File: config.mk
export PLATFORM = sky130hd
export DESIGN_NAME = fixed_point_alu
export DESIGN_NICKNAME = d
export VERILOG_FILES = /design/src/logic/fixed_point_alu.v
export VERILOG_INCLUDE_DIRS = /design/src /design/src/logic
export SDC_FILE = /design/constraint.sdc
export NUM_CORES = 1
export LEC_CHECK = 0
export CORE_UTILIZATION = 55
export DETAILED_ROUTE_END_ITERATION = 7
export DONT_BUFFER_PORTS = 1
export PLACE_DENSITY = 0.73
export SETUP_SLACK_MARGIN = 0.02
export SYNTH_ARGS = -nofsm -noshare
export SYNTH_HDL_FRONTEND = slang
export SYNTH_SLANG_ARGS = --single-unit
File: constraint.sdc
create_clock -name aclk -period 5.2 [get_ports aclk]
set_input_delay 0.52 -clock aclk [delete_from_list [all_inputs] [get_ports aclk]]
set_output_delay 0.52 -clock aclk [all_outputs]
set_load 0.02 [all_outputs]
File: src/logic/alu_defines.vh
`ifndef ALU_DEFINES_VH
`define ALU_DEFINES_VH

// ***************************************************
// Register word indices (byte address bits 5:2)
// ***************************************************
`define OFS_CTRL      4'h0
`define OFS_INSN      4'h1
`define OFS_IMM       4'h2
`define OFS_STATUS    4'h3
`define OFS_AC0       4'h4
`define OFS_AC3       4'h7
`define OFS_PC        4'h8
`define CTRL_START    0
`define ST_BUSY       0
`define ST_SKIP       1
`define ST_CARRY      2
`define ST_INTR       3
`define ST_ILLEGAL    4

// ***************************************************
// Instruction fields, bit 15 of the word is the msb
// ***************************************************
`define F_CLASS       15
`define F_ACS         14:13
`define F_ACD         12:11
`define F_FUNC        10:8
`define F_SHIFT       7:6
`define F_CARRY       5:4
`define F_NOLOAD      3
`define F_SKIP        2:0
`define F_LOW11       10:0
`define F_TOP3        15:13

// ***************************************************
// Encodings
// ***************************************************
`define FN_ADC        3'h4
`define FN_ADD        3'h6
`define FN_AND        3'h7
`define LOW_ANC       11'h188
`define LOW_ADI       11'h008
`define LOW_WIDE      11'h7f8
`define TOP_WIDE_IMMEDIATE_SUM_OP      3'h7
`define TOP_IMMEDIATE_MASK_OP      3'h6
`define OP_BAM        16'h97c8
`define CNT_MAX       16'h8000
`define RESP_OKAY     2'h0
`define RESP_SLVERR   2'h2

`endif

File: src/logic/fixed_point_alu.v
// Decided for this implementation: the register addresses and the AXI4-Lite interface to the registers.
`timescale 1ns/1ns
`default_nettype none
`include "alu_defines.vh"

module fixed_point_alu (
  input  wire        aclk,
  input  wire        aresetn,
  input  wire        ce,
  input  wire [7:0]  s_axi_awaddr,
  input  wire        s_axi_awvalid,
  output reg         s_axi_awready,
  input  wire [31:0] s_axi_wdata,
  input  wire [3:0]  s_axi_wstrb,
  input  wire        s_axi_wvalid,
  output reg         s_axi_wready,
  output reg  [1:0]  s_axi_bresp,
  output reg         s_axi_bvalid,
  input  wire        s_axi_bready,
  input  wire [7:0]  s_axi_araddr,
  input  wire        s_axi_arvalid,
  output reg         s_axi_arready,
  output reg  [31:0] s_axi_rdata,
  output reg  [1:0]  s_axi_rresp,
  output reg         s_axi_rvalid,
  input  wire        s_axi_rready,
  input  wire        irq_req,
  output reg         mem_req,
  output reg         mem_we,
  output reg  [14:0] mem_addr,
  output reg  [15:0] mem_wdata,
  input  wire [15:0] mem_rdata,
  input  wire        mem_ack
);
  localparam [2:0] S_IDLE = 3'h0;
  localparam [2:0] S_EXEC = 3'h1;
  localparam [2:0] S_IND  = 3'h2;
  localparam [2:0] S_RD   = 3'h3;
  localparam [2:0] S_WR   = 3'h4;
  reg [15:0] ac [0:3];
  reg [15:0] insn, imm, pc;
  reg [2:0]  state;
  reg [7:0]  aw_addr;
  reg [31:0] w_data;
  reg [3:0]  w_strb;
  reg        carry, skip_flag, intr_flag, illegal, ind_dst, aw_have, w_have;

  // ***************************************************
  // Write channel capture, either order
  // ***************************************************
  wire       wr_go   = aw_have && w_have && !s_axi_bvalid;
  wire [3:0] wr_idx  = aw_addr[5:2];
  wire       wr_map  = (aw_addr[7:6] == 2'h0) && (wr_idx <= `OFS_PC);
  wire [15:0] wmask  = {{8{w_strb[1]}}, {8{w_strb[0]}}};

  always @(posedge aclk) begin
    if (!aresetn) begin
      aw_have       <= 1'b0;
      w_have        <= 1'b0;
      aw_addr       <= 8'h00;
      w_data        <= 32'h0000_0000;
      w_strb        <= 4'h0;
      s_axi_awready <= 1'b0;
      s_axi_wready  <= 1'b0;
      s_axi_bvalid  <= 1'b0;
      s_axi_bresp   <= `RESP_OKAY;
    end else if (ce) begin
      s_axi_awready <= 1'b0;
      s_axi_wready  <= 1'b0;
      if (s_axi_awvalid && !aw_have && !s_axi_awready) begin
        aw_have       <= 1'b1;
        aw_addr       <= s_axi_awaddr;
        s_axi_awready <= 1'b1;
      end
      if (s_axi_wvalid && !w_have && !s_axi_wready) begin
        w_have       <= 1'b1;
        w_data       <= s_axi_wdata;
        w_strb       <= s_axi_wstrb;
        s_axi_wready <= 1'b1;
      end
      if (wr_go) begin
        aw_have      <= 1'b0;
        w_have       <= 1'b0;
        s_axi_bvalid <= 1'b1;
        s_axi_bresp  <= wr_map ? `RESP_OKAY : `RESP_SLVERR;
      end else if (s_axi_bvalid && s_axi_bready) begin
        s_axi_bvalid <= 1'b0;
      end
    end
  end

  // ***************************************************
  // Read channel
  // ***************************************************
  wire [3:0] rd_idx = s_axi_araddr[5:2];
  reg [31:0] rd_val;
  reg        rd_map;
  always @* begin
    rd_val = 32'h0000_0000;
    rd_map = (s_axi_araddr[7:6] == 2'h0);
    case (rd_idx)
      `OFS_CTRL:   rd_val = 32'h0000_0000;
      `OFS_INSN:   rd_val = {16'h0000, insn};
      `OFS_IMM:    rd_val = {16'h0000, imm};
      `OFS_STATUS: rd_val = {27'h0, illegal, intr_flag, carry, skip_flag, state != S_IDLE};
      `OFS_PC:     rd_val = {16'h0000, pc};
      default: begin
        if (rd_idx >= `OFS_AC0 && rd_idx <= `OFS_AC3)
          rd_val = {16'h0000, ac[rd_idx[1:0]]};
        else
          rd_map = 1'b0;
      end
    endcase
  end
  always @(posedge aclk) begin
    if (!aresetn) begin
      s_axi_arready <= 1'b0;
      s_axi_rvalid  <= 1'b0;
      s_axi_rdata   <= 32'h0000_0000;
      s_axi_rresp   <= `RESP_OKAY;
    end else if (ce) begin
      s_axi_arready <= 1'b0;
      if (s_axi_arvalid && !s_axi_rvalid && !s_axi_arready) begin
        s_axi_arready <= 1'b1;
        s_axi_rvalid  <= 1'b1;
        s_axi_rdata   <= rd_map ? rd_val : 32'h0000_0000;
        s_axi_rresp   <= rd_map ? `RESP_OKAY : `RESP_SLVERR;
      end else if (s_axi_rvalid && s_axi_rready) begin
        s_axi_rvalid <= 1'b0;
      end
    end
  end

  // ***************************************************
  // Shifter datapath
  // ***************************************************
  wire [15:0] src = ac[insn[`F_ACS]];
  wire [15:0] dst = ac[insn[`F_ACD]];
  reg         c_pre, skp;
  reg  [16:0] sum, v17, sh17;

  always @* begin
    case (insn[`F_CARRY])
      2'h1:    c_pre = 1'b0;
      2'h2:    c_pre = 1'b1;
      2'h3:    c_pre = ~carry;
      default: c_pre = carry;
    endcase
    case (insn[`F_FUNC])
      `FN_ADC: sum = {1'b0, ~src} + {1'b0, dst};
      `FN_ADD: sum = {1'b0, src} + {1'b0, dst};
      default: sum = {1'b0, src & dst};
    endcase
    v17 = {c_pre ^ sum[16], sum[15:0]};
    case (insn[`F_SHIFT])
      2'h1:    sh17 = {v17[15:0], v17[16]};
      2'h2:    sh17 = {v17[0], v17[16:1]};
      2'h3:    sh17 = {v17[16], v17[7:0], v17[15:8]};
      default: sh17 = v17;
    endcase
    case (insn[`F_SKIP])
      3'h1:    skp = 1'b1;
      3'h2:    skp = ~sh17[16];
      3'h3:    skp = sh17[16];
      3'h4:    skp = (sh17[15:0] == 16'h0000);
      3'h5:    skp = (sh17[15:0] != 16'h0000);
      3'h6:    skp = ~sh17[16] || (sh17[15:0] == 16'h0000);
      3'h7:    skp = sh17[16] && (sh17[15:0] != 16'h0000);
      default: skp = 1'b0;
    endcase
  end

  wire        is_ext   = insn[`F_NOLOAD] && (insn[`F_SKIP] == 3'h0); // Taken by other ops
  wire        is_shift = insn[`F_CLASS] && !is_ext && (insn[`F_FUNC] == `FN_ADC ||
                         insn[`F_FUNC] == `FN_ADD || insn[`F_FUNC] == `FN_AND);
  wire        is_anc   = insn[`F_CLASS] && insn[`F_LOW11] == `LOW_ANC;
  wire        is_adi   = insn[`F_CLASS] && insn[`F_LOW11] == `LOW_ADI;
  wire        is_wide_immediate_sum_op  = insn[`F_TOP3] == `TOP_WIDE_IMMEDIATE_SUM_OP && insn[`F_LOW11] == `LOW_WIDE;
  wire        is_immediate_mask_op  = insn[`F_TOP3] == `TOP_IMMEDIATE_MASK_OP && insn[`F_LOW11] == `LOW_WIDE;
  wire        is_bam   = insn == `OP_BAM;
  wire [1:0]  wide_ac  = insn[12:11];
  wire        cnt_ok   = ac[1] != 16'h0000 && ac[1] <= `CNT_MAX;
  wire [14:0] src_next = ac[2][14:0] + 15'h0001;
  wire [14:0] dst_next = ac[3][14:0] + 15'h0001;

  // ***************************************************
  // Control and register file
  // ***************************************************
  always @(posedge aclk) begin
    if (!aresetn) begin
      ac[0]     <= 16'h0000;
      ac[1]     <= 16'h0000;
      ac[2]     <= 16'h0000;
      ac[3]     <= 16'h0000;
      carry     <= 1'b0;
      insn      <= 16'h0000;
      imm       <= 16'h0000;
      pc        <= 16'h0000;
      state     <= S_IDLE;
      skip_flag <= 1'b0;
      intr_flag <= 1'b0;
      illegal   <= 1'b0;
      ind_dst   <= 1'b0;
      mem_req   <= 1'b0;
      mem_we    <= 1'b0;
      mem_addr  <= 15'h0000;
      mem_wdata <= 16'h0000;
    end else if (ce) begin
      if (wr_go && wr_map && state == S_IDLE) begin
        case (wr_idx)
          `OFS_CTRL: begin
            if (w_strb[0] && w_data[`CTRL_START]) begin
              state     <= S_EXEC;
              pc        <= pc + 16'h0001;
              skip_flag <= 1'b0;
              intr_flag <= 1'b0;
              illegal   <= 1'b0;
            end
          end
          `OFS_INSN: insn <= (insn & ~wmask) | (w_data[15:0] & wmask);
          `OFS_IMM:  imm  <= (imm & ~wmask) | (w_data[15:0] & wmask);
          `OFS_PC:   pc   <= (pc & ~wmask) | (w_data[15:0] & wmask);
          `OFS_STATUS: begin
            if (w_strb[0])
              carry <= w_data[`ST_CARRY];
          end
          default:
            ac[wr_idx[1:0]] <= (ac[wr_idx[1:0]] & ~wmask) | (w_data[15:0] & wmask);
        endcase
      end
      case (state)
        S_IDLE: begin end // Start comes from the bus write above
        S_EXEC: begin
          state <= S_IDLE;
          if (is_shift) begin
            if (!insn[`F_NOLOAD]) begin
              carry             <= sh17[16];
              ac[insn[`F_ACD]]  <= sh17[15:0];
            end
            skip_flag <= skp;
            if (skp)
              pc <= pc + 16'h0001;
          end else if (is_anc) begin
            ac[insn[`F_ACD]] <= ~src & dst;
          end else if (is_adi) begin
            ac[insn[`F_ACD]] <= dst + {14'h0000, insn[`F_ACS]} + 16'h0001;
          end else if (is_wide_immediate_sum_op) begin
            ac[wide_ac] <= ac[wide_ac] + imm;
            pc          <= pc + 16'h0001;
          end else if (is_immediate_mask_op) begin
            ac[wide_ac] <= ac[wide_ac] & imm;
            pc          <= pc + 16'h0001;
          end else if (is_bam) begin
            if (cnt_ok) begin
              ind_dst <= ac[2][15] ? 1'b0 : 1'b1;
              state   <= (ac[2][15] || ac[3][15]) ? S_IND : S_RD;
            end
          end else begin
            illegal <= 1'b1;
          end
        end
        S_IND: begin
          // Follow one link per read until bit 15 clears
          if (!mem_req) begin
            mem_req  <= 1'b1;
            mem_we   <= 1'b0;
            mem_addr <= ind_dst ? ac[3][14:0] : ac[2][14:0];
          end else if (mem_ack) begin
            mem_req <= 1'b0;
            if (ind_dst)
              ac[3] <= mem_rdata;
            else
              ac[2] <= mem_rdata;
            if (!mem_rdata[15]) begin
              if (ind_dst || !ac[3][15])
                state <= S_RD;
              else
                ind_dst <= 1'b1;
            end
          end
        end
        S_RD: begin
          if (ac[1] == 16'h0000) begin
            state <= S_IDLE;
          end else if (!mem_req && irq_req) begin
            intr_flag <= 1'b1;
            pc        <= pc - 16'h0001;
            state     <= S_IDLE;
          end else if (!mem_req) begin
            mem_req  <= 1'b1;
            mem_we   <= 1'b0;
            mem_addr <= ac[2][14:0];
          end else if (mem_ack) begin
            mem_req   <= 1'b0;
            mem_wdata <= mem_rdata + ac[0];
            state     <= S_WR;
          end
        end
        S_WR: begin
          if (!mem_req) begin
            mem_req  <= 1'b1;
            mem_we   <= 1'b1;
            mem_addr <= ac[3][14:0];
          end else if (mem_ack) begin
            mem_req <= 1'b0;
            mem_we  <= 1'b0;
            ac[1]   <= ac[1] - 16'h0001;
            ac[2]   <= {1'b0, src_next};
            ac[3]   <= {1'b0, dst_next};
            state   <= S_RD;
          end
        end
        default: state <= S_IDLE;
      endcase
    end
  end

endmodule // fixed_point_alu

`default_nettype wire
==> qor.csv <==
stage,metric,value,unit
placement,post-place-ws,-0.0811,ns
critical_path,cp_num_buf_inv,3,
floorplan,die_x,180,um
sta,rsz0062_at_grt,yes,
sta,fin_skew,0.0300,ns
detailed_routing,finalWirelength,66900,um
pwr,p_per_area,219,mW/mm^2
placement,dp.final_hpwl,50100,um
cts,cts.sinks,208,
placement,portBuffers,0,
cts,cts_tree,built,
critical_path,cp-end-kind,flip-flop,
synth,ys_seq_area_frac,0.274,
sta,tightest_slew,1.16,ns
critical_path,slowest_delay,0.68,ns
cts,cts_buffer_depth,3,
floorplan,core,0.0309,mm^2
synth,synthCells,2149,
cells_and_area,num-fill-cells,2705,
synth,ys.flop_type,dfxtp_1,
detailed_routing,via_per_inst,7.03,
synth,syn-cell-area,0.0174,mm^2
sta,holdWs,0.101,ns
synth,syn_avg_cell_area,8.11,um^2
synth,synth_edf_count,62,
detailed_routing,ant_nets,0,
critical_path,cp.arrival,5.68,ns
floorplan,die_h,180,um
cts,cts_root_buf,clkbuf_16,
cells_and_area,drive_above_1_share,0.153,
sta,setup_ws,0.0172,ns
sta,relSlewSlack,0.229,
critical_path,critPathTopFamily,simple AND/OR/NAND/NOR gates,
floorplan,rows,64,
detailed_routing,drc,0,
detailed_routing,avgRoutedWirePerCell,25.9,um
sta,hold_violations,0,
synth,synthArstFlopShare,0,
cts,postCtsHoldBufs,0,
floorplan,io_pins,152,
sta,timing.final.crit_period,5.18,ns
floorplan,die-area,0.0324,mm^2
detailed_routing,drt_first_iter_violations,2325,
critical_path,crit_type,flip-flop to flip-flop,
sta,clock.fmax,193,MHz
pwr,leakage,7.09,nW
grt,first_global_vias,16400,
cells_and_area,layout.nets,2303,
grt,grt_max_degree,70,
grt,track_usage,0.399,
detailed_routing,firstDrtPassIters,5,
grt,antenna_found_initial,1,
cts,insertion_delay,0.55,ns
cts,numCtsBuffers,24,
synth,ys_ff_latch,208,
critical_path,crit_path_cell_trace,buf_4 -> mux4_1 -> xor2_1 -> ha_1 -> nor2b_4 -> o2111ai_2 -> a21oi_2 -> or4_1 -> a311oi_2 -> o32ai_1 -> a311oi_1 -> nand4_1 -> mux2i_4 -> buf_6 -> buf_4 -> or4_1 -> nand3_1,
detailed_routing,vias,18200,
sta,fin_crit_sh,0.997,
status,status,finished clean,
floorplan,initial_core_util,0.564,
pwr,vdd_drop_max,0.242,mV
hold_path,hold_path_class,input port to flip-flop,
placement,placed_cell_area,0.0184,mm^2
critical_path,slowest_stage,mux4_1,
sta,slew_violations,0,
cells_and_area,fin_area,0.0195,mm^2
flow_run,maxCapViolCount,0,
synth,yosys_warnings,0,
cells_and_area,area_growth,11.7,%
critical_path,critical_path_required,5.69,ns
grt,grt_pass1_wl,100000,um
cts,htree_levels,1,
cts,path_clk_slew,0.07,ns
sta,setup-violations-final,0,
critical_path,cp_max_fo,5,
critical_path,start_kind,flip-flop,
grt,gr-total-overflow,0,
placement,gp_congestion,1.03,
synth,yosysUniqueCellTypes,92,
-- timing repair --
item | in CTS | in global routing
pin swaps | 0 | 11
buffers inserted | 0 | 8
setup endpoints to repair | 12 | 17
gates cloned | 0 | 1
gates resized for setup | 3 | 38
-- worst reg2reg max path, cell delays in order (launching register included) --
cell and delay [ns]:
dfxtp_1 0.38, buf_4 0.17, mux4_1 0.68, xor2_1 0.20
ha_1 0.29, nor2b_4 0.14, o2111ai_2 0.25, a21oi_2 0.14
or4_1 0.60, a311oi_2 0.34, o32ai_1 0.18, a311oi_1 0.30
nand4_1 0.29, mux2i_4 0.31, buf_6 0.16, buf_4 0.14
or4_1 0.49, nand3_1 0.09
-- cell usage after synthesis (15+ instances only) --
cell type	count	area, um^2
nand4_1	15	93.8
a22oi_1	47	353
nor2b_1	19	119
or3_1	21	131
o211ai_1	20	150
nand3_1	63	315
nor2_1	196	736
a21oi_1	163	816
o21ai_0	146	731
a31oi_1	17	106
nand2_1	269	1010
o31ai_1	18	135
nor4_1	27	169
inv_1	40	150
xnor2_1	54	473
xor2_1	43	377
ha_1	54	676
dfxtp_1	146	2920
clkbuf_1	136	510
nor3_1	55	275
edfxtp_1	62	1860
mux4_2	59	1330
and3_1	29	181
mux2i_1	59	591
a211oi_1	53	398
buf_4	18	135
o22ai_1	29	181
-- metal layers --
| metal | wire (um) | share of wire | global-route usage |
|---|---|---|---|
| met1 | 26000 | 0.39 | 0.527 |
| met2 | 29200 | 0.44 | 0.617 |
| met3 | 7740 | 0.12 | 0.0889 |
| met4 | 3910 | 0.058 | 0.197 |
| met5 | 17 | 0.00025 | 0 |
-- final timing paths --
| kind | from | end | slack [ns] | cells after the start |
|---|---|---|---|---|
| max | flip-flop | pc[14]$_SDFFE_PN0P_ | 0.02 | 17 |
| min | aresetn | pc[8]$_SDFFE_PN0P_ | 0.10 | 2 |
| max reg2reg | flip-flop | pc[14]$_SDFFE_PN0P_ | 0.02 | 17 |
| min reg2reg | illegal$_SDFFE_PN0P_ | illegal$_SDFFE_PN0P_ | 0.46 | 2 |
-- placed cells by master (no fill, tap or decap), drive strengths merged, types with 30 or more instances in the layout --
cell / n
a211oi: 53
a21oi: 163
a22oi: 47
and3: 30
buf: 159
clkbuf: 33
dfxtp: 146
edfxtp: 62
ha: 54
inv: 42
mux2i: 59
mux4: 64
nand2: 269
nand3: 63
nor2: 196
nor3: 55
o21ai: 152
xnor2: 54
xor2: 43
-- metrics by stage --
stage | power, mW | setup TNS (ns) | util | cells
finish | 4.26 | 0 | 0.630 | 2582
global route | 4.35 | -0.128 | 0.630 | 2581
CTS | 4.21 | 0 | 0.622 | 2572
detailed placement | 2.41 | -0.559 | 0.594 | 2528
global placement | 2.40 | -0.164 | 0.594 | 2528
floorplan | 2.23 | 0 | - | 2166
-- power by group --
group | total [mW] | switching, mW | leakage [nW] | internal [mW]
clock | 1.84 | 0.739 | 0.410 | 1.10
sequential | 1.79 | 0.0851 | 1.82 | 1.71
combinational | 0.627 | 0.376 | 4.86 | 0.250
total | 4.26 | 1.20 | 7.09 | 3.06
-- cells by family after synthesis --
family | share of synthesized area
AND/OR/NAND/NOR | 0.210
multiplexers | 0.125
XOR/XNOR | 0.0487
AO/OA/AOI/OAI | 0.242
adder cells (fa/ha/maj) | 0.0434
flip-flops | 0.274
other | 0.000215
buffers and inverters | 0.0562
-- area by class of cell --
cell class | count | area (um^2) | share of cell area
Timing Repair Buffer | 160 | 1240 | 0.0635
Clock inverter | 11 | 179 | 0.00919
Inverter | 44 | 168 | 0.00861
Tap cell | 396 | 495 | 0.0254
Multi-Input combinational cell | 1729 | 11900 | 0.613
Antenna cell | 1 | 2.50 | 0.000129
Clock buffer | 33 | 664 | 0.0341
Sequential cell | 208 | 4780 | 0.246
Note: power is estimated with default switching activity, not from simulation.
